$ cat src/rtl/standby_cfg.svh
// Purpose: offsets, field positions, reset values and timing for the standby manager
// Assumes: pclk at 10 MHz, 32-bit APB word per register
// Notes:   included by the design files and the test bench
//
// Behaviour
// - Instruction halt stops execution; peripherals keep their clock and run.
// - Entering instruction halt leaves every oscillator in its prior run state.
// - Halt ends on reset pin low, watchdog or low-supply reset, or interrupt.
// - Full hold suspends execution and all peripheral circuits.
// - Full hold entry stops ceramic, RC and crystal oscillators automatically.
// - Full hold ends on reset, lines a,b,c,e,f or port-0 interrupt.
// - Lines a and b wake a hold only in level mode, never in edge mode.
// - Crystal hold suspends execution and peripherals except the base timer.
// - Crystal hold entry stops ceramic and RC oscillators automatically.
// - Crystal oscillator keeps its entry run state throughout crystal hold.
// - Crystal hold ends on full-hold sources, base timer or remote receiver.
// - Any system reset stops the ceramic and the crystal oscillator.
// - Nine instruction-cycle lengths, each doubling, 300 ns up to 76.8 us.
// - Power-on reset is asserted only during supply power-up.
// - Power-on release level is one of eight, fixed by configuration option.
// - Low-supply reset joins power-on reset; use and seven levels by option.
// - Clock source choice includes low, medium and adjustable internal RC.
// - Adjustable RC trims in half-percent steps, measured against subclock crystal.
`ifndef STANDBY_CFG_SVH
`define STANDBY_CFG_SVH

// Register byte offsets
`define OFS_CTRL      12'h000
`define OFS_CLK       12'h004
`define OFS_TRIM      12'h008
`define OFS_MEAS      12'h00C
`define OFS_STAT      12'h010

// Control register fields
`define CTRL_HALT     0
`define CTRL_HOLD     1
`define CTRL_XHOLD    2
`define CTRL_A_LVL    3
`define CTRL_B_LVL    4

// Clock register fields
`define CLK_SRC_LO    0
`define CLK_SRC_HI    2
`define CLK_DIV_LO    4
`define CLK_DIV_HI    7
`define CLK_CF_EN     8
`define CLK_XT_EN     9
`define CLK_RC_LO     10
`define CLK_RC_HI     12

// Trim register fields
`define TRIM_LO       0
`define TRIM_HI       7
`define TRIM_CTR_LO   8
`define TRIM_CTR_HI   9
`define TRIM_GO       16

// Status register fields
`define STAT_ST_LO    0
`define STAT_ST_HI    4
`define STAT_CZ_LO    8
`define STAT_CZ_HI    11
`define STAT_POR_LO   16
`define STAT_POR_HI   18
`define STAT_LVD_EN   19
`define STAT_LVD_LO   20
`define STAT_LVD_HI   22
`define MEAS_BUSY     16

// Clock source codes
`define SRC_CERAMIC   3'h0
`define SRC_CRYSTAL   3'h1
`define SRC_RC_LOW    3'h2
`define SRC_RC_MID    3'h3
`define SRC_RC_VAR    3'h4

// Reset values
`define RST_CTRL      5'h00
`define RST_CLK       13'h0803
`define RST_TRIM      10'h080

// Timing
`define PCLK_NS       100
`define TCYC_MIN_NS   300
`define STAB_TIME_NS  204800
`define MEAS_REF_EDGES 8'h20
`define LVD_LVL_MAX   3'h6

`endif

$ cat src/rtl/standby_pkg.sv
// Purpose: shared types of the standby manager
// Assumes: nothing beyond the cfg header
// Notes:   one-hot power states, wake and reset-source carriers
package standby_pkg;
  typedef enum logic [4:0] {
    ST_RUN   = 5'b00001,
    ST_HALT  = 5'b00010,
    ST_HOLD  = 5'b00100,
    ST_XHOLD = 5'b01000,
    ST_WARM  = 5'b10000
  } pwr_state_e;

  typedef struct packed {
    logic ext_irq_line_a;
    logic ext_irq_line_b;
    logic ext_irq_line_c;
    logic ext_irq_line_e;
    logic ext_irq_line_f;
    logic port0;
    logic base_timer;
    logic remote_rx;
    logic any;
  } wake_s;

  typedef struct packed {
    logic pin;
    logic wdt;
    logic low_supply_reset;
    logic por;
  } rst_src_s;
endpackage

$ cat src/rtl/cycle_divider.sv
// Purpose: instruction-cycle tick generator with nine doubling lengths
// Assumes: BASE_CYC pclk cycles make the shortest instruction cycle
// Notes:   a new select takes effect at the next tick boundary
`include "standby_cfg.svh"
module cycle_divider #(
  parameter int BASE_CYC = `TCYC_MIN_NS / `PCLK_NS,
  parameter int N_SEL    = 9
) (
  input  wire logic       pclk,
  input  wire logic       presetn,
  input  wire logic [3:0] sel,
  output logic            tick
);
  localparam int CW = $clog2(BASE_CYC << (N_SEL - 1));

  initial begin
    if (BASE_CYC < 1 || N_SEL < 1 || N_SEL > 16)
      $error("cycle_divider: unsupported parameters");
  end

  logic [CW-1:0] cnt_ff;
  logic [CW-1:0] top_ff;
  logic          tick_ff;
  wire  [3:0]    sel_ok = (32'(sel) < N_SEL) ? sel : 4'(N_SEL - 1);
  wire  [CW-1:0] nxt_top = CW'((BASE_CYC << sel_ok) - 1);
  wire           wrap = (cnt_ff == top_ff);

  // Select is latched only at wrap so a change never gives a short cycle
  always_ff @(posedge pclk or negedge presetn) begin
    if (!presetn) begin
      cnt_ff  <= '0;
      top_ff  <= CW'(BASE_CYC - 1);
      tick_ff <= 1'b0;
    end else begin
      cnt_ff  <= wrap ? '0 : cnt_ff + 1'b1;
      top_ff  <= wrap ? nxt_top : top_ff;
      tick_ff <= wrap;
    end
  end

  assign tick = tick_ff;
endmodule // cycle_divider

$ cat src/rtl/standby_reset_clock_manager.sv
// Purpose: standby modes, internal resets and clock control behind an APB slave
// Assumes: inputs synchronous to pclk; analog detectors outside
// Notes:   outputs lag the power state by one pclk cycle
//
// Implementation choices: the address map and the APB slave port.
`include "standby_cfg.svh"
module standby_reset_clock_manager
  import standby_pkg::*;
#(
  parameter int ADDR_W     = 12,
  parameter int STAB_CYC   = `STAB_TIME_NS / `PCLK_NS,
  parameter int MEAS_W     = 16
) (
  input  wire logic              pclk,
  input  wire logic              presetn,
  input  wire logic              psel,
  input  wire logic              penable,
  input  wire logic              pwrite,
  input  wire logic [ADDR_W-1:0] paddr,
  input  wire logic [31:0]       pwdata,
  output logic [31:0]            prdata,
  output logic                   pready,
  output logic                   pslverr,
  input  wire logic              instr_done,
  input  wire wake_s             wake,
  input  wire logic              reset_pin_n,
  input  wire logic              wdt_reset,
  input  wire logic              por_detect,
  input  wire logic              low_supply_detect,
  input  wire logic [2:0]        opt_por_level,
  input  wire logic              opt_lvd_en,
  input  wire logic [2:0]        opt_lvd_level,
  input  wire logic              subclock_crystal_input,
  input  wire logic              rc_var_tick,
  output logic                   sys_reset_n,
  output logic                   cpu_run,
  output logic                   periph_clk_en,
  output logic                   base_timer_clk_en,
  output logic                   ceramic_oscillator_en,
  output logic                   crystal_osc_en,
  output logic [2:0]             rc_osc_en,
  output logic [2:0]             clk_src_sel,
  output logic [7:0]             rc_trim,
  output logic [1:0]             rc_center_sel,
  output logic [2:0]             por_level_sel,
  output logic                   low_supply_reset_en,
  output logic [2:0]             low_supply_level_sel,
  output logic                   instr_tick
);
  localparam int SW = $clog2(STAB_CYC + 1);

  initial begin
    if (ADDR_W < 5 || STAB_CYC < 1 || MEAS_W < 8 || MEAS_W > 16)
      $error("standby_reset_clock_manager: unsupported parameters");
  end

  pwr_state_e        state_ff, nxt_state;
  logic [2:0]        req_ff;
  logic [1:0]        lvl_ff;
  logic [12:0]       clk_ff;
  logic [9:0]        trim_ff;
  rst_src_s          cause_ff;
  logic              por_done_ff, opt_done_ff;
  logic [2:0]        por_lvl_ff, lvd_lvl_ff;
  logic              lvd_en_ff;
  logic [SW-1:0]     stab_ff;
  logic              busy_ff, xt_prev_ff;
  logic [7:0]        edges_ff;
  logic [MEAS_W-1:0] meas_ff;
  logic              rdy_ff, err_ff, srst_ff;
  logic [31:0]       rdata_ff;
  logic              run_ff, per_ff, bt_ff, cf_ff, xt_ff;
  logic [2:0]        rc_ff;

  // APB decode: setup cycle registers the answer, access cycle completes
  wire setup   = psel & ~penable;
  wire wr_en   = psel & penable & pwrite & rdy_ff;
  wire hit_ctl = (paddr == ADDR_W'(`OFS_CTRL));
  wire hit_clk = (paddr == ADDR_W'(`OFS_CLK));
  wire hit_trm = (paddr == ADDR_W'(`OFS_TRIM));
  wire hit_mea = (paddr == ADDR_W'(`OFS_MEAS));
  wire hit_sta = (paddr == ADDR_W'(`OFS_STAT));
  wire mapped  = hit_ctl | hit_clk | hit_trm | hit_mea | hit_sta;
  wire wr_ctl  = wr_en & hit_ctl;
  wire wr_clk  = wr_en & hit_clk;
  wire wr_trm  = wr_en & hit_trm;
  wire wr_sta  = wr_en & hit_sta;

  // Reset sources; power-on only counts before its first release
  wire por_act = por_detect & ~por_done_ff;
  wire lvd_act = lvd_en_ff & low_supply_detect;
  wire pin_act = ~reset_pin_n;
  wire sys_src = pin_act | wdt_reset | lvd_act | por_act;
  wire [3:0] cause_set = {pin_act, wdt_reset, lvd_act, por_act};

  // Wake qualification per mode
  wire wk_a     = wake.ext_irq_line_a & lvl_ff[0];
  wire wk_b     = wake.ext_irq_line_b & lvl_ff[1];
  wire hold_wk  = wk_a | wk_b | wake.ext_irq_line_c | wake.ext_irq_line_e
                | wake.ext_irq_line_f | wake.port0;
  wire xhold_wk = hold_wk | wake.base_timer | wake.remote_rx;
  wire is_hold  = (state_ff == ST_HOLD);
  wire is_xhold = (state_ff == ST_XHOLD);

  // Mode entry priority: full hold, crystal hold, then halt
  always_comb begin
    nxt_state = state_ff;
    unique case (state_ff)
      ST_RUN: begin
        if (instr_done && req_ff[`CTRL_HOLD]) nxt_state = ST_HOLD;
        else if (instr_done && req_ff[`CTRL_XHOLD]) nxt_state = ST_XHOLD;
        else if (instr_done && req_ff[`CTRL_HALT]) nxt_state = ST_HALT;
      end
      ST_HALT:  if (wake.any) nxt_state = ST_RUN;
      ST_HOLD:  if (hold_wk) nxt_state = ST_WARM;
      ST_XHOLD: if (xhold_wk) nxt_state = ST_WARM;
      ST_WARM:  if (stab_ff == '0) nxt_state = ST_RUN;
      default:  nxt_state = ST_RUN;
    endcase
    if (sys_src) nxt_state = ST_RUN;
  end

  wire entered = (state_ff == ST_RUN) & (nxt_state != ST_RUN);

  // Power state and stabilisation counter
  always_ff @(posedge pclk or negedge presetn) begin
    if (!presetn) begin
      state_ff <= ST_RUN;
      stab_ff  <= '0;
    end else begin
      state_ff <= nxt_state;
      stab_ff  <= (nxt_state == ST_WARM && state_ff != ST_WARM) ? SW'(STAB_CYC - 1)
                : (stab_ff != '0) ? stab_ff - 1'b1 : stab_ff;
    end
  end

  // Mode requests: a write sets, entry or system reset consumes
  always_ff @(posedge pclk or negedge presetn) begin
    if (!presetn) begin
      req_ff <= 3'(`RST_CTRL);
      lvl_ff <= 2'h0;
    end else begin
      if (sys_src || entered) req_ff <= 3'h0;
      else if (wr_ctl) req_ff <= req_ff | pwdata[`CTRL_XHOLD:`CTRL_HALT];
      if (wr_ctl) lvl_ff <= pwdata[`CTRL_B_LVL:`CTRL_A_LVL];
    end
  end

  // Clock configuration; system reset drops ceramic and crystal enables
  always_ff @(posedge pclk or negedge presetn) begin
    if (!presetn) begin
      clk_ff <= `RST_CLK;
    end else if (sys_src) begin
      clk_ff[`CLK_CF_EN] <= 1'b0;
      clk_ff[`CLK_XT_EN] <= 1'b0;
    end else if (wr_clk) begin
      clk_ff <= pwdata[12:0];
    end
  end

  // Trim register; one step is about half a percent of the centre
  always_ff @(posedge pclk or negedge presetn) begin
    if (!presetn) trim_ff <= `RST_TRIM;
    else if (wr_trm) trim_ff <= pwdata[`TRIM_CTR_HI:`TRIM_LO];
  end

  // Options are caught once after release, so run-time writes cannot move them
  always_ff @(posedge pclk or negedge presetn) begin
    if (!presetn) begin
      opt_done_ff <= 1'b0;
      por_lvl_ff  <= 3'h0;
      lvd_en_ff   <= 1'b0;
      lvd_lvl_ff  <= 3'h0;
    end else if (!opt_done_ff) begin
      opt_done_ff <= 1'b1;
      por_lvl_ff  <= opt_por_level;
      lvd_en_ff   <= opt_lvd_en & (opt_lvd_level <= `LVD_LVL_MAX);
      lvd_lvl_ff  <= (opt_lvd_level <= `LVD_LVL_MAX) ? opt_lvd_level : `LVD_LVL_MAX;
    end
  end

  // Power-on tracking and sticky causes; a new event beats a clear
  always_ff @(posedge pclk or negedge presetn) begin
    if (!presetn) begin
      por_done_ff <= 1'b0;
      cause_ff    <= '0;
    end else begin
      if (!por_detect && opt_done_ff) por_done_ff <= 1'b1;
      cause_ff <= (wr_sta ? (cause_ff & ~pwdata[`STAT_CZ_HI:`STAT_CZ_LO]) : cause_ff)
                | cause_set;
    end
  end

  // Adjustable RC measured over a fixed count of subclock edges
  wire xt_rise = subclock_crystal_input & ~xt_prev_ff;
  always_ff @(posedge pclk or negedge presetn) begin
    if (!presetn) begin
      busy_ff    <= 1'b0;
      xt_prev_ff <= 1'b0;
      edges_ff   <= 8'h00;
      meas_ff    <= '0;
    end else begin
      xt_prev_ff <= subclock_crystal_input;
      if (wr_trm && pwdata[`TRIM_GO]) begin
        busy_ff  <= 1'b1;
        edges_ff <= 8'h00;
        meas_ff  <= '0;
      end else if (busy_ff) begin
        if (rc_var_tick && meas_ff != '1) meas_ff <= meas_ff + 1'b1;
        if (xt_rise) edges_ff <= edges_ff + 8'h01;
        if (xt_rise && edges_ff == `MEAS_REF_EDGES - 8'h01) busy_ff <= 1'b0;
      end
    end
  end

  // Read mux
  wire [31:0] rd_ctl = {27'h0, lvl_ff, req_ff};
  wire [31:0] rd_clk = {19'h0, clk_ff};
  wire [31:0] rd_trm = {15'h0, busy_ff, 6'h0, trim_ff};
  wire [31:0] rd_mea = {15'h0, busy_ff, 16'(meas_ff)};
  wire [31:0] rd_sta = {9'h0, lvd_lvl_ff, lvd_en_ff, por_lvl_ff, 4'h0, cause_ff,
                        3'h0, state_ff};
  wire [31:0] rd_val = hit_ctl ? rd_ctl : hit_clk ? rd_clk : hit_trm ? rd_trm
                     : hit_mea ? rd_mea : hit_sta ? rd_sta : 32'h0;

  // No wait state; error flagged for unmapped offsets
  always_ff @(posedge pclk or negedge presetn) begin
    if (!presetn) begin
      rdy_ff   <= 1'b0;
      err_ff   <= 1'b0;
      rdata_ff <= 32'h0;
    end else begin
      rdy_ff   <= setup;
      err_ff   <= setup & ~mapped;
      rdata_ff <= (setup && !pwrite) ? rd_val : rdata_ff;
    end
  end

  // Oscillator and clock gating follow the power state
  wire any_hold = is_hold | is_xhold;
  always_ff @(posedge pclk or negedge presetn) begin
    if (!presetn) begin
      srst_ff <= 1'b0;
      run_ff  <= 1'b0;
      per_ff  <= 1'b0;
      bt_ff   <= 1'b0;
      cf_ff   <= 1'b0;
      xt_ff   <= 1'b0;
      rc_ff   <= 3'h0;
    end else begin
      srst_ff <= ~sys_src;
      run_ff  <= (state_ff == ST_RUN);
      per_ff  <= (state_ff == ST_RUN) | (state_ff == ST_HALT);
      bt_ff   <= ~is_hold & (state_ff != ST_WARM);
      cf_ff   <= clk_ff[`CLK_CF_EN] & ~any_hold;
      xt_ff   <= clk_ff[`CLK_XT_EN] & ~is_hold;
      rc_ff   <= clk_ff[`CLK_RC_HI:`CLK_RC_LO] & {3{~any_hold}};
    end
  end

  cycle_divider u_div (
    .pclk    (pclk),
    .presetn (presetn),
    .sel     (clk_ff[`CLK_DIV_HI:`CLK_DIV_LO]),
    .tick    (instr_tick)
  );

  assign prdata                = rdata_ff;
  assign pready                = rdy_ff;
  assign pslverr               = err_ff;
  assign sys_reset_n           = srst_ff;
  assign cpu_run               = run_ff;
  assign periph_clk_en         = per_ff;
  assign base_timer_clk_en     = bt_ff;
  assign ceramic_oscillator_en = cf_ff;
  assign crystal_osc_en        = xt_ff;
  assign rc_osc_en             = rc_ff;
  assign clk_src_sel           = clk_ff[`CLK_SRC_HI:`CLK_SRC_LO];
  assign rc_trim               = trim_ff[`TRIM_HI:`TRIM_LO];
  assign rc_center_sel         = trim_ff[`TRIM_CTR_HI:`TRIM_CTR_LO];
  assign por_level_sel         = por_lvl_ff;
  assign low_supply_reset_en   = lvd_en_ff;
  assign low_supply_level_sel  = lvd_lvl_ff;
endmodule // standby_reset_clock_manager

$ cat config.mk
export PLATFORM = sky130hd
export DESIGN_NAME = standby_reset_clock_manager
export DESIGN_NICKNAME = d
export VERILOG_FILES = /design/src/rtl/standby_pkg.sv /design/src/rtl/cycle_divider.sv /design/src/rtl/standby_reset_clock_manager.sv
export VERILOG_INCLUDE_DIRS = /design/src /design/src/rtl
export SDC_FILE = /design/constraint.sdc
export NUM_CORES = 1
export LEC_CHECK = 0
export BUFFER_PORTS_ARGS = -buffer_cell sky130_fd_sc_hd__buf_4
export CAP_MARGIN = 15
export CELL_PAD_IN_SITES_DETAIL_PLACEMENT = 0
export CELL_PAD_IN_SITES_GLOBAL_PLACEMENT = 1
export CORE_MARGIN = 3
export CORE_UTILIZATION = 40
export CTS_CLUSTER_DIAMETER = 80
export CTS_CLUSTER_SIZE = 14
export DETAILED_ROUTE_END_ITERATION = 16
export MAX_ROUTING_LAYER = met4
export PLACE_DENSITY_LB_ADDON = 0.1
export SLEW_MARGIN = 5
export SYNTH_ARGS = -nofsm -noshare
export SYNTH_HDL_FRONTEND = slang
export SYNTH_SLANG_ARGS = --single-unit
$ cat constraint.sdc
create_clock -name pclk -period 2.6 [get_ports pclk]
set_clock_uncertainty 0.2 [all_clocks]
set_input_delay 0.52 -clock pclk [delete_from_list [all_inputs] [get_ports pclk]]
set_output_delay 0.52 -clock pclk [all_outputs]
set_load 0.01 [all_outputs]
==> run_results.csv, run 1 <==
group,metric,value,unit
sta,clock.fmax,462.3,MHz
logic_synthesis,netlist-cell-type-count,69,
worst_setup_path,reg2reg_setup_slack,0.44,ns
floorplanning,core_area,16640,um^2
logic_synthesis,synth_common_cells,"sky130_fd_sc_hd__dfrtp_1 (133), sky130_fd_sc_hd__nor2_1 (72), sky130_fd_sc_hd__nand2_1 (63)",
hold_path,worst_hold_start,"subclock_crystal_input",
logic_synthesis,synthDominantAreaCellType,"sky130_fd_sc_hd__dfrtp_1",
power,intPower,4.089,mW
hold_path,hp-class,"in -> reg",
sta,timing.final.max_slew_violations,0,
power,power.ir.vdd_worst,0.4353,mV
sta,rsz_0062_raised_after_global_routing,"false",
floorplanning,row_count,47,
sta,fin_crit_sh,83.20,%
routing,drt-wirelength-per-cell,17.78,um
sta,tightestPinTransition,0.5663,ns
power,p_seq_share,43.8,%
logic_synthesis,synthTopCellsByArea,"sky130_fd_sc_hd__dfrtp_1 (49%), sky130_fd_sc_hd__mux2_2 (5.3%), sky130_fd_sc_hd__nor2_1 (4.0%)",
clock_tree,cts_tree,"done",
finish,antenna-diode-count,0,
power,power.density,638.2,nW/um^2
worst_setup_path,critical_path_cell_by_cell,"inv_1 -> ha_1 -> nor4b_2 -> and3_1 -> nor4_1 -> xnor2_1 -> nand2_1",
placed_design,place_congestion,0.8665,
worst_setup_path,crit_path_max_fo,7,
global_route,number_of_antenna_violations_at_the_first_check_in_global_routing,0,
worst_setup_path,critical_path_required,2.70,ns
finish,final_core_utilization,51.90,%
hold_path,worstHoldEndpoint,"xt_prev_ff",
worst_setup_path,critical-path-slowest-cell,"sky130_fd_sc_hd__and3_1",
logic_synthesis,synth_seq_area_share,51.03,%
power,share_clk_of_total_power,46.1,%
power,total_leakage_power,3.887,nW
logic_synthesis,synth_top_area_share,48.72,%
clock_tree,clock-root-buffer,"sky130_fd_sc_hd__clkbuf_16",
clock_tree,numClockSinks,139,
logic_synthesis,syn_area,6832,um^2
floorplanning,dieHeight,136.7,um
placed_design,place_hpwl,13360,um
placed_design,numPortBuffers,108,
power,net-switching-power,1.423,mW
global_route,number_of_global_route_vias_before_repair,5440,
global_route,grt_max_degree,57,
routing,vias_per_cell,5.245,
worst_setup_path,critPathLaunchType,"flop",
routing,drcViolationCount,0,
placed_design,total_instance_count_after_detailed_placement,971,
power,sw_frac_of_total,25.81,%
sta,final_period_minus_worst_setup_slack,2.163,ns
logic_synthesis,yosysWarningCount,0,
worst_setup_path,crit_path_max_incr_delay,0.42,ns
sta,setup-tns-final,0,ns
routing,route.final.wire_length,17850,um
placed_design,preCtsSetupSlack,0.1014,ns
routing,drt-pass1-iter-count,5,
worst_setup_path,reg2reg_path_depth,7,
logic_synthesis,synth_edf_count,0,
global_route,grt.overflow.total,0,
clock_tree,clock_pin_slew_of_the_registers_on_the_worst_case_setup_and_hold_paths,0.06,ns
floorplanning,dieArea,18680,um^2
clock_tree,htree_num_levels,4,
placed_design,placed_area,8013,um^2
global_route,wire_length_of_the_first_global_routing_pass,28810,um
floorplanning,io_pins,136,
worst_setup_path,critical_path_arrival,2.27,ns
power,design_power_total,5.512,mW
floorplanning,die_width,136.7,um
routing,via_count,5266,
sta,final.setup.worst_slack,0.4368,ns
logic_synthesis,ys_async_sr_fraction,100.0,%
status,run_status,"finished clean",
finish,design_area,8637,um^2
clock_tree,cts-buffers-inserted,17,
worst_setup_path,worst_r2r_startpoint,"stab_ff[0]",
job,cap_viol_max_count,0,
logic_synthesis,yosys.cell_count.top_type,"sky130_fd_sc_hd__dfrtp_1",
worst_setup_path,crit-reg2reg-capture,"stab_ff[3]",
clock_tree,post-cts-setup-buffers,0,
clock_tree,cts.path.max_buffers,2,
logic_synthesis,synth_flop_cell,"sky130_fd_sc_hd__dfrtp_1",
floorplanning,initial_core_util,41.05,%
finish,final-instance-count-excl-fill,1004,
hold_path,hold_path_depth,1,
global_route,groute.usage.overall,20.55,%
logic_synthesis,postSynthRegisterBits,139,
sta,max_slew_margin,62.25,%
power,combinational_cell_fraction_of_total_power,10.1,%
logic_synthesis,per_instance_average_area_after_synthesis,10.53,um^2
sta,holdWs,0.02209,ns
finish,finish.net_count,850,
worst_setup_path,timing.critical_path.to_type,"flop",
routing,antenna_left,0,
finish,area_growth_syn_to_fin,26.43,%
routing,dr.first_iter.drc_count,280,
logic_synthesis,synthesis.instances,649,
clock_tree,post_cts_sizing,0,
worst_setup_path,setup.worst_path.class,"reg -> reg",
sta,finalSetupViolations,0,
sta,timing.final.hold_violations,0,
finish,post_route_cells_drive_above_1_share,29.21,%
clock_tree,clk_latency,0.42,ns
==> critical path: cells and delay by family (launching register included) <==
| kind | cells | cell delay [ns] |
|---|---|---|
| xor gates and xnor gates | 1 | 0.15 |
| DFF | 1 | 0.40 |
| and+or+nand+nor | 4 | 0.97 |
| buffers and inverters | 1 | 0.10 |
| adders and majority gates | 1 | 0.22 |
==> logic make-up after synthesis <==
kind of cell | after synthesis | share of synthesized area (%)
AO/OA/AOI/OAI | 106 | 11.10
XOR/XNOR | 51 | 6.538
adder cells (fa/ha/maj) | 7 | 1.282
buffers and inverters | 51 | 3.956
flip-flops | 139 | 51.03
multiplexers | 41 | 6.594
other | 2 | 0.1099
AND/OR/NAND/NOR | 252 | 19.40
==> power by group through the flow <==
stage / clock network (mW) / registers, mW / logic, mW
6_report: 2.54 / 2.41 / 0.556
5_1_grt: 2.70 / 2.44 / 0.622
4_1_cts: 2.60 / 2.42 / 0.566
3_5_place_dp: 0 / 2.45 / 0.567
3_3_place_gp: 0 / 2.45 / 0.547
2_1_floorplan: 0 / 2.42 / 0.332
==> worst max path at each step <==
| stage | startpoint | endpoint | cells after the start |
|---|---|---|---|
| after global placement | paddr[7] | clk_ff[7] | 7 |
| final | stab_ff[0] | stab_ff[3] | 7 |
| after floorplan | paddr[2] | clk_ff[10] | 7 |
| after CTS | stab_ff[0] | stab_ff[6] | 7 |
| after detailed placement | paddr[7] | lvl_ff[1] | 5 |
| after global routing | state_ff[4] | stab_ff[11] | 5 |
==> placed cells by master, fill, tap and decap left out, types with 8 or more instances in the layout <==
cell type,n
sky130_fd_sc_hd__nand3_1,12
sky130_fd_sc_hd__a21oi_1,20
sky130_fd_sc_hd__and2_1,10
sky130_fd_sc_hd__o21ai_0,27
sky130_fd_sc_hd__nand4_1,14
sky130_fd_sc_hd__nor2b_1,12
sky130_fd_sc_hd__and3_1,10
sky130_fd_sc_hd__xnor2_1,28
sky130_fd_sc_hd__buf_4,131
sky130_fd_sc_hd__clkbuf_16,17
sky130_fd_sc_hd__nor2_1,72
sky130_fd_sc_hd__a22o_1,9
sky130_fd_sc_hd__mux2i_1,9
sky130_fd_sc_hd__conb_1,10
sky130_fd_sc_hd__dfrtp_1,133
sky130_fd_sc_hd__inv_1,8
sky130_fd_sc_hd__nor3_1,10
sky130_fd_sc_hd__xor2_1,23
sky130_fd_sc_hd__nand2_1,63
sky130_fd_sc_hd__mux2_2,32
==> routing by layer <==
metal / vias up / global-route usage [%] / wire [um]
met4: 0 / 5.879 / 299
met1: 2605 / 26.33 / 8050
li1: 2518 / - / -
met5: - / - / 0
met2: 121 / 33.00 / 8780
met3: 22 / 4.485 / 718
==> registers in the layout, summed over array words and instances (netlist names), 3 cells and up <==
name / count
cause_ff: 4
meas_ff: 16
edges_ff: 8
trim_ff: 10
u_div.cnt_ff: 10
clk_ff: 13
u_div.top_ff: 10
req_ff: 3
low_supply_level_sel: 3
stab_ff: 12
por_level_sel: 3
rc_osc_en: 3
state_ff: 5
prdata: 23
==> repair_timing <==
action                                  CTS  global route
hold buffers                              1             0
hold endpoints to repair                 49             0
endpoints found under the setup margin    0             0
==> final cells by class <==
| class | count | area, um^2 |
|---|---|---|
| multi-input combinational | 467 | 3127 |
| fill | 1516 | 8005 |
| sequential | 139 | 3486 |
| clock inverter | 15 | 188.9 |
| inverter | 8 | 30.03 |
| timing repair buffer | 138 | 1105 |
| clock buffer | 17 | 425.4 |
| tap | 220 | 275.3 |
Power figures use the tool's default switching activity.
==> run 2: changes to the inputs <==
--- a/config.mk
+++ b/config.mk
@@ -11,7 +11,7 @@
 export CELL_PAD_IN_SITES_DETAIL_PLACEMENT = 0
 export CELL_PAD_IN_SITES_GLOBAL_PLACEMENT = 1
 export CORE_MARGIN = 3
-export CORE_UTILIZATION = 40
+export CORE_UTILIZATION = 39
 export CTS_CLUSTER_DIAMETER = 80
 export CTS_CLUSTER_SIZE = 14
 export DETAILED_ROUTE_END_ITERATION = 16
==> constraint.sdc (replaced) <==
create_clock -name pclk -period 1.8 [get_ports pclk]
set_clock_uncertainty 0.2 [all_clocks]
set_input_delay 0.36 -clock pclk [delete_from_list [all_inputs] [get_ports pclk]]
set_output_delay 0.36 -clock pclk [all_outputs]
set_load 0.01 [all_outputs]
==> run 2 against run 1 <==
  * Final cell count up 14%
  * Global-route usage up 1.0 points
  * Sequential power up 44%
  * Critical path type unchanged
  * Clock power up 35%
  * Fmax up 8.2%
  * Clock-buffer cell count up 1
  * The run now ends with negative setup slack left
  * Highest routed layer unchanged
  * Largest power group is now registers
==> run_results.csv, run 2 (synthesized netlist as in run 1, its figures left out) <==
group,metric,value,unit
status,run_status,"finished with violations",
floorplanning,dieArea,19140,um^2
routing,drcViolationCount,0,
finish,flip_flop_count_of_the_largest_register_after_layout,23,
floorplanning,row_count,47,
routing,via_count,5856,
floorplanning,io_pins,136,
worst_setup_path,critPathLaunchType,"flop",
power,net-switching-power,2.211,mW
finish,fillers,1374,
power,power.density,775.4,nW/um^2
finish,final_common_cell,"sky130_fd_sc_hd__buf_4",
sta,clock.fmax,500.3,MHz
power,design_power_total,8.125,mW
floorplanning,initial_core_util,40.48,%
power,power.ir.vdd_worst,0.7755,mV
placed_design,placed_area,8899,um^2
global_route,number_of_global_route_vias_before_repair,6073,
sta,setup-tns-final,-1.518,ns
global_route,groute.usage.overall,21.57,%
finish,finish.net_count,989,
sta,timing.final.max_slew_violations,0,
sta,timing.final.hold_violations,0,
sta,finalSetupViolations,26,
power,intPower,5.914,mW
power,sw_frac_of_total,27.21,%
routing,antenna_left,0,
floorplanning,core_area,16880,um^2
worst_setup_path,critical_path_required,1.91,ns
clock_tree,cts.path.max_buffers,2,
finish,layout_common_cells,"sky130_fd_sc_hd__buf_4 (227), sky130_fd_sc_hd__dfrtp_1 (127), sky130_fd_sc_hd__nand2_1 (58), sky130_fd_sc_hd__nor2_1 (51), sky130_fd_sc_hd__o21ai_0 (25)",
placed_design,numPortBuffers,108,
clock_tree,cts-buffers-inserted,17,
worst_setup_path,reg2reg_path_depth,5,
power,p_seq_share,42.9,%
finish,area_growth_syn_to_fin,53.39,%
floorplanning,dieHeight,138.4,um
routing,vias_per_cell,5.123,
clock_tree,cts_tree,"done",
worst_setup_path,timing.critical_path.to_type,"flop",
clock_tree,clock-root-buffer,"sky130_fd_sc_hd__clkbuf_16",
finish,post_route_cells_drive_above_1_share,46.26,%
finish,multiInputGateArea,3762,um^2
worst_setup_path,setup.worst_path.class,"reg -> reg",
clock_tree,htree_num_levels,4,
placed_design,place_hpwl,14600,um
global_route,grt.overflow.total,0,
power,combinational_cell_fraction_of_total_power,15.0,%
global_route,wire_length_of_the_first_global_routing_pass,32280,um
global_route,number_of_antenna_violations_at_the_first_check_in_global_routing,0,
clock_tree,clk_latency,0.42,ns
finish,final_core_utilization,62.09,%
floorplanning,die_width,138.4,um
power,total_leakage_power,4.683,nW
job,cap_viol_max_count,0,
sta,final_period_minus_worst_setup_slack,1.999,ns
clock_tree,clock_pin_slew_of_the_registers_on_the_worst_case_setup_and_hold_paths,0.06,ns
routing,route.final.wire_length,20600,um
routing,dr.first_iter.drc_count,237,
routing,drt-pass1-iter-count,9,
sta,tightestPinTransition,0.5477,ns
routing,drt-wirelength-per-cell,18.02,um
placed_design,place_congestion,0.8371,
power,share_clk_of_total_power,42.1,%
worst_setup_path,crit_path_max_fo,4,
sta,rsz_0062_raised_after_global_routing,"true",
status,violations,"negative setup slack",
hold_path,hold_path_depth,3,
sta,fin_crit_sh,111.0,%
finish,seqCellArea,3493,um^2
finish,design_area,10480,um^2
global_route,grt_max_degree,38,
worst_setup_path,critical_path_arrival,2.11,ns
sta,final.setup.worst_slack,-0.1988,ns
sta,max_slew_margin,63.02,%
finish,antenna-diode-count,0,
hold_path,hp-class,"in -> reg",
clock_tree,numClockSinks,139,
-- run 2: cell count changes in the layout (fill, tap and decap cells not counted), moves of 7 or more --
cell                            delta
sky130_fd_sc_hd__dlygate4sd3_1    +22
sky130_fd_sc_hd__nor2_2            +7
sky130_fd_sc_hd__xnor2_1           -7
sky130_fd_sc_hd__nor2_1           -21
sky130_fd_sc_hd__mux2_4           +24
sky130_fd_sc_hd__mux2_2           -24
sky130_fd_sc_hd__nor2_4           +14
sky130_fd_sc_hd__buf_6            +14
sky130_fd_sc_hd__xnor2_2           +7
sky130_fd_sc_hd__buf_4            +96
-- run 2: critical path: stages (launching register included) --
cell and delay (ns):
sky130_fd_sc_hd__dfrtp_1 0.40, sky130_fd_sc_hd__or4_4 0.56, sky130_fd_sc_hd__a311oi_4 0.30, sky130_fd_sc_hd__nand3_2 0.13, sky130_fd_sc_hd__xnor2_1 0.15, sky130_fd_sc_hd__and2_1 0.15
-- run 2: power groups by stage --
stage / clock network, mW / logic (mW) / registers [mW]
floorplan: 0 / 0.500 / 3.50
global placement: 0 / 0.979 / 3.50
detailed placement: 0 / 1.01 / 3.50
CTS: 3.49 / 1.07 / 3.45
global route: 3.65 / 1.33 / 3.50
finish: 3.42 / 1.22 / 3.48
-- run 2: worst paths after layout --
check,slack [ns],startpoint,to
hold reg to reg,0.29,cause_ff[2],cause_ff[2]
min in group asynchronous,0.22,presetn,rc_osc_en[0]
setup / recovery,-0.20,stab_ff[2],stab_ff[11]
setup reg to reg,-0.20,stab_ff[2],stab_ff[11]
hold / removal,0.04,por_detect,por_done_ff
max in group asynchronous,0.55,presetn,clk_ff[1]
-- run 2: per-stage QoR --
| step | instances | hold slack (ns) | worst slack [ns] |
|---|---|---|---|
| final | 1143 | 0.03917 | -0.1988 |
| after global routing | 1143 | 0.02572 | -0.2898 |
| after CTS | 1124 | 0.02867 | -0.1952 |
| after detailed placement | 1061 | 0.09756 | -0.3526 |
| after global placement | 1061 | 0.09461 | -0.3344 |
| after floorplan | 657 | -0.1356 | -0.1483 |
-- run 2: cell type report --
cell class                 instances  area share [%]
multi-input combinational        468           35.90
sequential                       139           33.34
clock buffer                      18           4.191
tap                              220           2.627
timing repair buffer             276           22.27
clock inverter                    14           1.313
inverter                           8          0.3582
-- run 2: timing repair --
action / in CTS / in global routing
setup endpoints to repair: 74 / 74
setup buffers: 7 / 19
gates cloned: 1 / 4
endpoints found under the hold margin: 127 / 0
hold buffers: 23 / 0
pin swaps: 15 / 47
resized for setup: 24 / 90
-- run 2: metal layers --
layer | global-route usage (%) | wire [um]
met5 | - | 0
met4 | 5.668 | 363
met3 | 4.558 | 718
met2 | 34.84 | 10220
met1 | 27.84 | 9295
==> run 3: changes to the inputs <==
--- a/config.mk
+++ b/config.mk
@@ -10,13 +10,13 @@
 export CAP_MARGIN = 15
 export CELL_PAD_IN_SITES_DETAIL_PLACEMENT = 0
 export CELL_PAD_IN_SITES_GLOBAL_PLACEMENT = 1
-export CORE_MARGIN = 3
 export CORE_UTILIZATION = 39
 export CTS_CLUSTER_DIAMETER = 80
 export CTS_CLUSTER_SIZE = 14
 export DETAILED_ROUTE_END_ITERATION = 16
 export MAX_ROUTING_LAYER = met4
 export PLACE_DENSITY_LB_ADDON = 0.1
+export SKIP_LAST_GASP = 1
 export SLEW_MARGIN = 5
 export SYNTH_ARGS = -nofsm -noshare
 export SYNTH_HDL_FRONTEND = slang
==> run 3 against run 2 <==
  * The flow still finishes with violations (negative setup slack)
  * Register-to-register slack better by 0.06 ns
  * Critical path depth did not move
  * Hold slack worse by 0.023 ns
  * Non-clock buffer count fell by 15
  * Fmax up 2.9%
  * Total power is 0.31% lower
  * Sequential power about the same
  * Die area down 5.7%
  * First-iteration DRC count decreased by 5.1%
  * Cell area shrank 1.4%
  * Setup slack better by 0.056 ns
  * Largest cell class unchanged
==> run_results.csv, run 3 (synthesized netlist as in run 1, its figures left out) <==
group,metric,value,unit
hold_path,hp-class,"in -> reg",
sta,timing.final.max_slew_violations,0,
placed_design,place_hpwl,13540,um
global_route,wire_length_of_the_first_global_routing_pass,30280,um
placed_design,place_congestion,0.8339,
sta,setup-tns-final,-1.418,ns
clock_tree,cts_tree,"done",
finish,finish.net_count,974,
hold_path,worstHoldEndpoint,"clk_ff[4]",
global_route,grt_max_degree,48,
hold_path,worst_hold_start,"pwdata[4]",
sta,finalSetupViolations,33,
status,run_status,"finished with violations",
sta,fin_crit_sh,107.9,%
finish,area_growth_syn_to_fin,51.17,%
status,violations,"negative setup slack",
finish,final-instance-count-excl-fill,1133,
placed_design,total_instance_count_after_detailed_placement,1052,
clock_tree,numClockSinks,139,
finish,post_route_cells_drive_above_1_share,43.94,%
sta,rsz_0062_raised_after_global_routing,"true",
global_route,number_of_global_route_vias_before_repair,5933,
worst_setup_path,timing.critical_path.to_type,"flop",
global_route,number_of_antenna_violations_at_the_first_check_in_global_routing,0,
floorplanning,die_width,134.4,um
routing,drcViolationCount,0,
worst_setup_path,crit_path_max_incr_delay,0.59,ns
floorplanning,core_area,17180,um^2
routing,drt-pass1-iter-count,4,
worst_setup_path,setup.worst_path.class,"reg -> reg",
worst_setup_path,critical-path-slowest-cell,"sky130_fd_sc_hd__or4_4",
finish,final_core_utilization,60.13,%
clock_tree,htree_num_levels,4,
routing,route.final.wire_length,19150,um
placed_design,placed_area,8812,um^2
sta,holdWs,0.01584,ns
worst_setup_path,reg2reg_path_depth,5,
finish,flip_flop_count_of_the_largest_register_after_layout,23,
sta,clock.fmax,514.7,MHz
sta,final.setup.worst_slack,-0.1427,ns
routing,via_count,5758,
routing,vias_per_cell,5.082,
routing,antenna_left,0,
job,cap_viol_max_count,0,
finish,final_common_cell,"sky130_fd_sc_hd__buf_4",
global_route,grt.overflow.total,0,
floorplanning,io_pins,136,
worst_setup_path,critPathLaunchType,"flop",
finish,layout_common_cells,"sky130_fd_sc_hd__buf_4 (216), sky130_fd_sc_hd__dfrtp_1 (129), sky130_fd_sc_hd__nand2_1 (57), sky130_fd_sc_hd__nor2_1 (56), sky130_fd_sc_hd__o21ai_0 (25)",
hold_path,hold_path_depth,2,
power,power.ir.vdd_worst,0.6610,mV
placed_design,numPortBuffers,108,
floorplanning,dieArea,18050,um^2
clock_tree,clk_latency,0.42,ns
power,design_power_total,8.100,mW
floorplanning,initial_core_util,39.77,%
sta,final_period_minus_worst_setup_slack,1.943,ns
power,total_leakage_power,4.630,nW
worst_setup_path,crit_path_max_fo,7,
worst_setup_path,crit-reg2reg-capture,"meas_ff[1]",
worst_setup_path,critical_path_cell_by_cell,"nand4_1 -> or4_4 -> and2_4 -> mux2i_1 -> nor2_1",
finish,antenna-diode-count,0,
power,power.density,784.3,nW/um^2
finish,design_area,10330,um^2
worst_setup_path,worst_r2r_startpoint,"meas_ff[2]",
routing,drt-wirelength-per-cell,16.90,um
routing,dr.first_iter.drc_count,225,
floorplanning,dieHeight,134.4,um
floorplanning,row_count,48,
worst_setup_path,reg2reg_setup_slack,-0.14,ns
worst_setup_path,critical_path_arrival,2.05,ns
clock_tree,cts.path.max_buffers,2,
sta,timing.final.hold_violations,0,
clock_tree,clock_pin_slew_of_the_registers_on_the_worst_case_setup_and_hold_paths,0.06,ns
global_route,groute.usage.overall,22.50,%
placed_design,preCtsSetupSlack,-0.3716,ns
worst_setup_path,critical_path_required,1.91,ns
clock_tree,clock-root-buffer,"sky130_fd_sc_hd__clkbuf_16",
clock_tree,cts-buffers-inserted,17,
## run 3: changes by cell type in the layout (fill, tap and decap cells not counted), sizes merged
| cell | before | now |
|---|---|---|
| and2 | 12 | 11 |
| buf | 250 | 236 |
| bufinv | 1 | 3 |
| clkbuf | 21 | 24 |
| clkinv | 4 | 6 |
| clkinvlp | 5 | 1 |
| dlygate4sd3 | 23 | 22 |
| inv | 12 | 9 |
| nand2b | 8 | 9 |
## run 3: final cells by class
| cell class | instances | area [um^2] |
|---|---|---|
| fill | 1474 | 6849 |
| tap | 225 | 281.5 |
| clock buffer | 21 | 450.4 |
| timing repair buffer | 261 | 2220 |
| clock inverter | 11 | 143.9 |
| inverter | 8 | 37.54 |
| sequential | 139 | 3491 |
| multi-input combinational | 468 | 3704 |
## run 3: worst max-delay path by stage
stage,startpoint,endpoint,slack (ns),depth (start not counted)
final,meas_ff[2],meas_ff[1],-0.14,5
after global routing,meas_ff[2],meas_ff[1],-0.23,5
after floorplan,wake[3],stab_ff[4],-0.15,6
after detailed placement,paddr[8],clk_ff[12],-0.37,6
after CTS,stab_ff[1],stab_ff[9],-0.13,6
after global placement,paddr[8],clk_ff[12],-0.33,6
## run 3: power breakdown
part / total [mW] / switching, mW / internal (mW)
Sequential: 3.46 / 0.153 / 3.30
Clock: 3.57 / 1.35 / 2.21
Combinational: 1.08 / 0.525 / 0.551
## run 3: repair_timing
item                                    4_1_cts  5_1_grt
endpoints found under the hold margin        68        1
gates cloned                                  0        5
pin swaps                                    23       30
setup buffers                                11       11
hold buffers                                 21        1
endpoints found under the setup margin       65       70
resized for setup                            27       66
## run 3: per-layer routing
layer  share of wire, %  up-vias  track usage [%]
li1                   -     2768                -
met1                 45     2853            27.92
met2                 50      117            36.67
met3                3.8       20            5.215
met4                1.4        0            6.429
met5                  0        -                -
## run 3: worst max-delay path: cells and delay by family, from the launching register on
family           cells  cell delay [ns]
and+or+nand+nor      4             1.04
DFF                  1             0.45
muxes                1             0.15
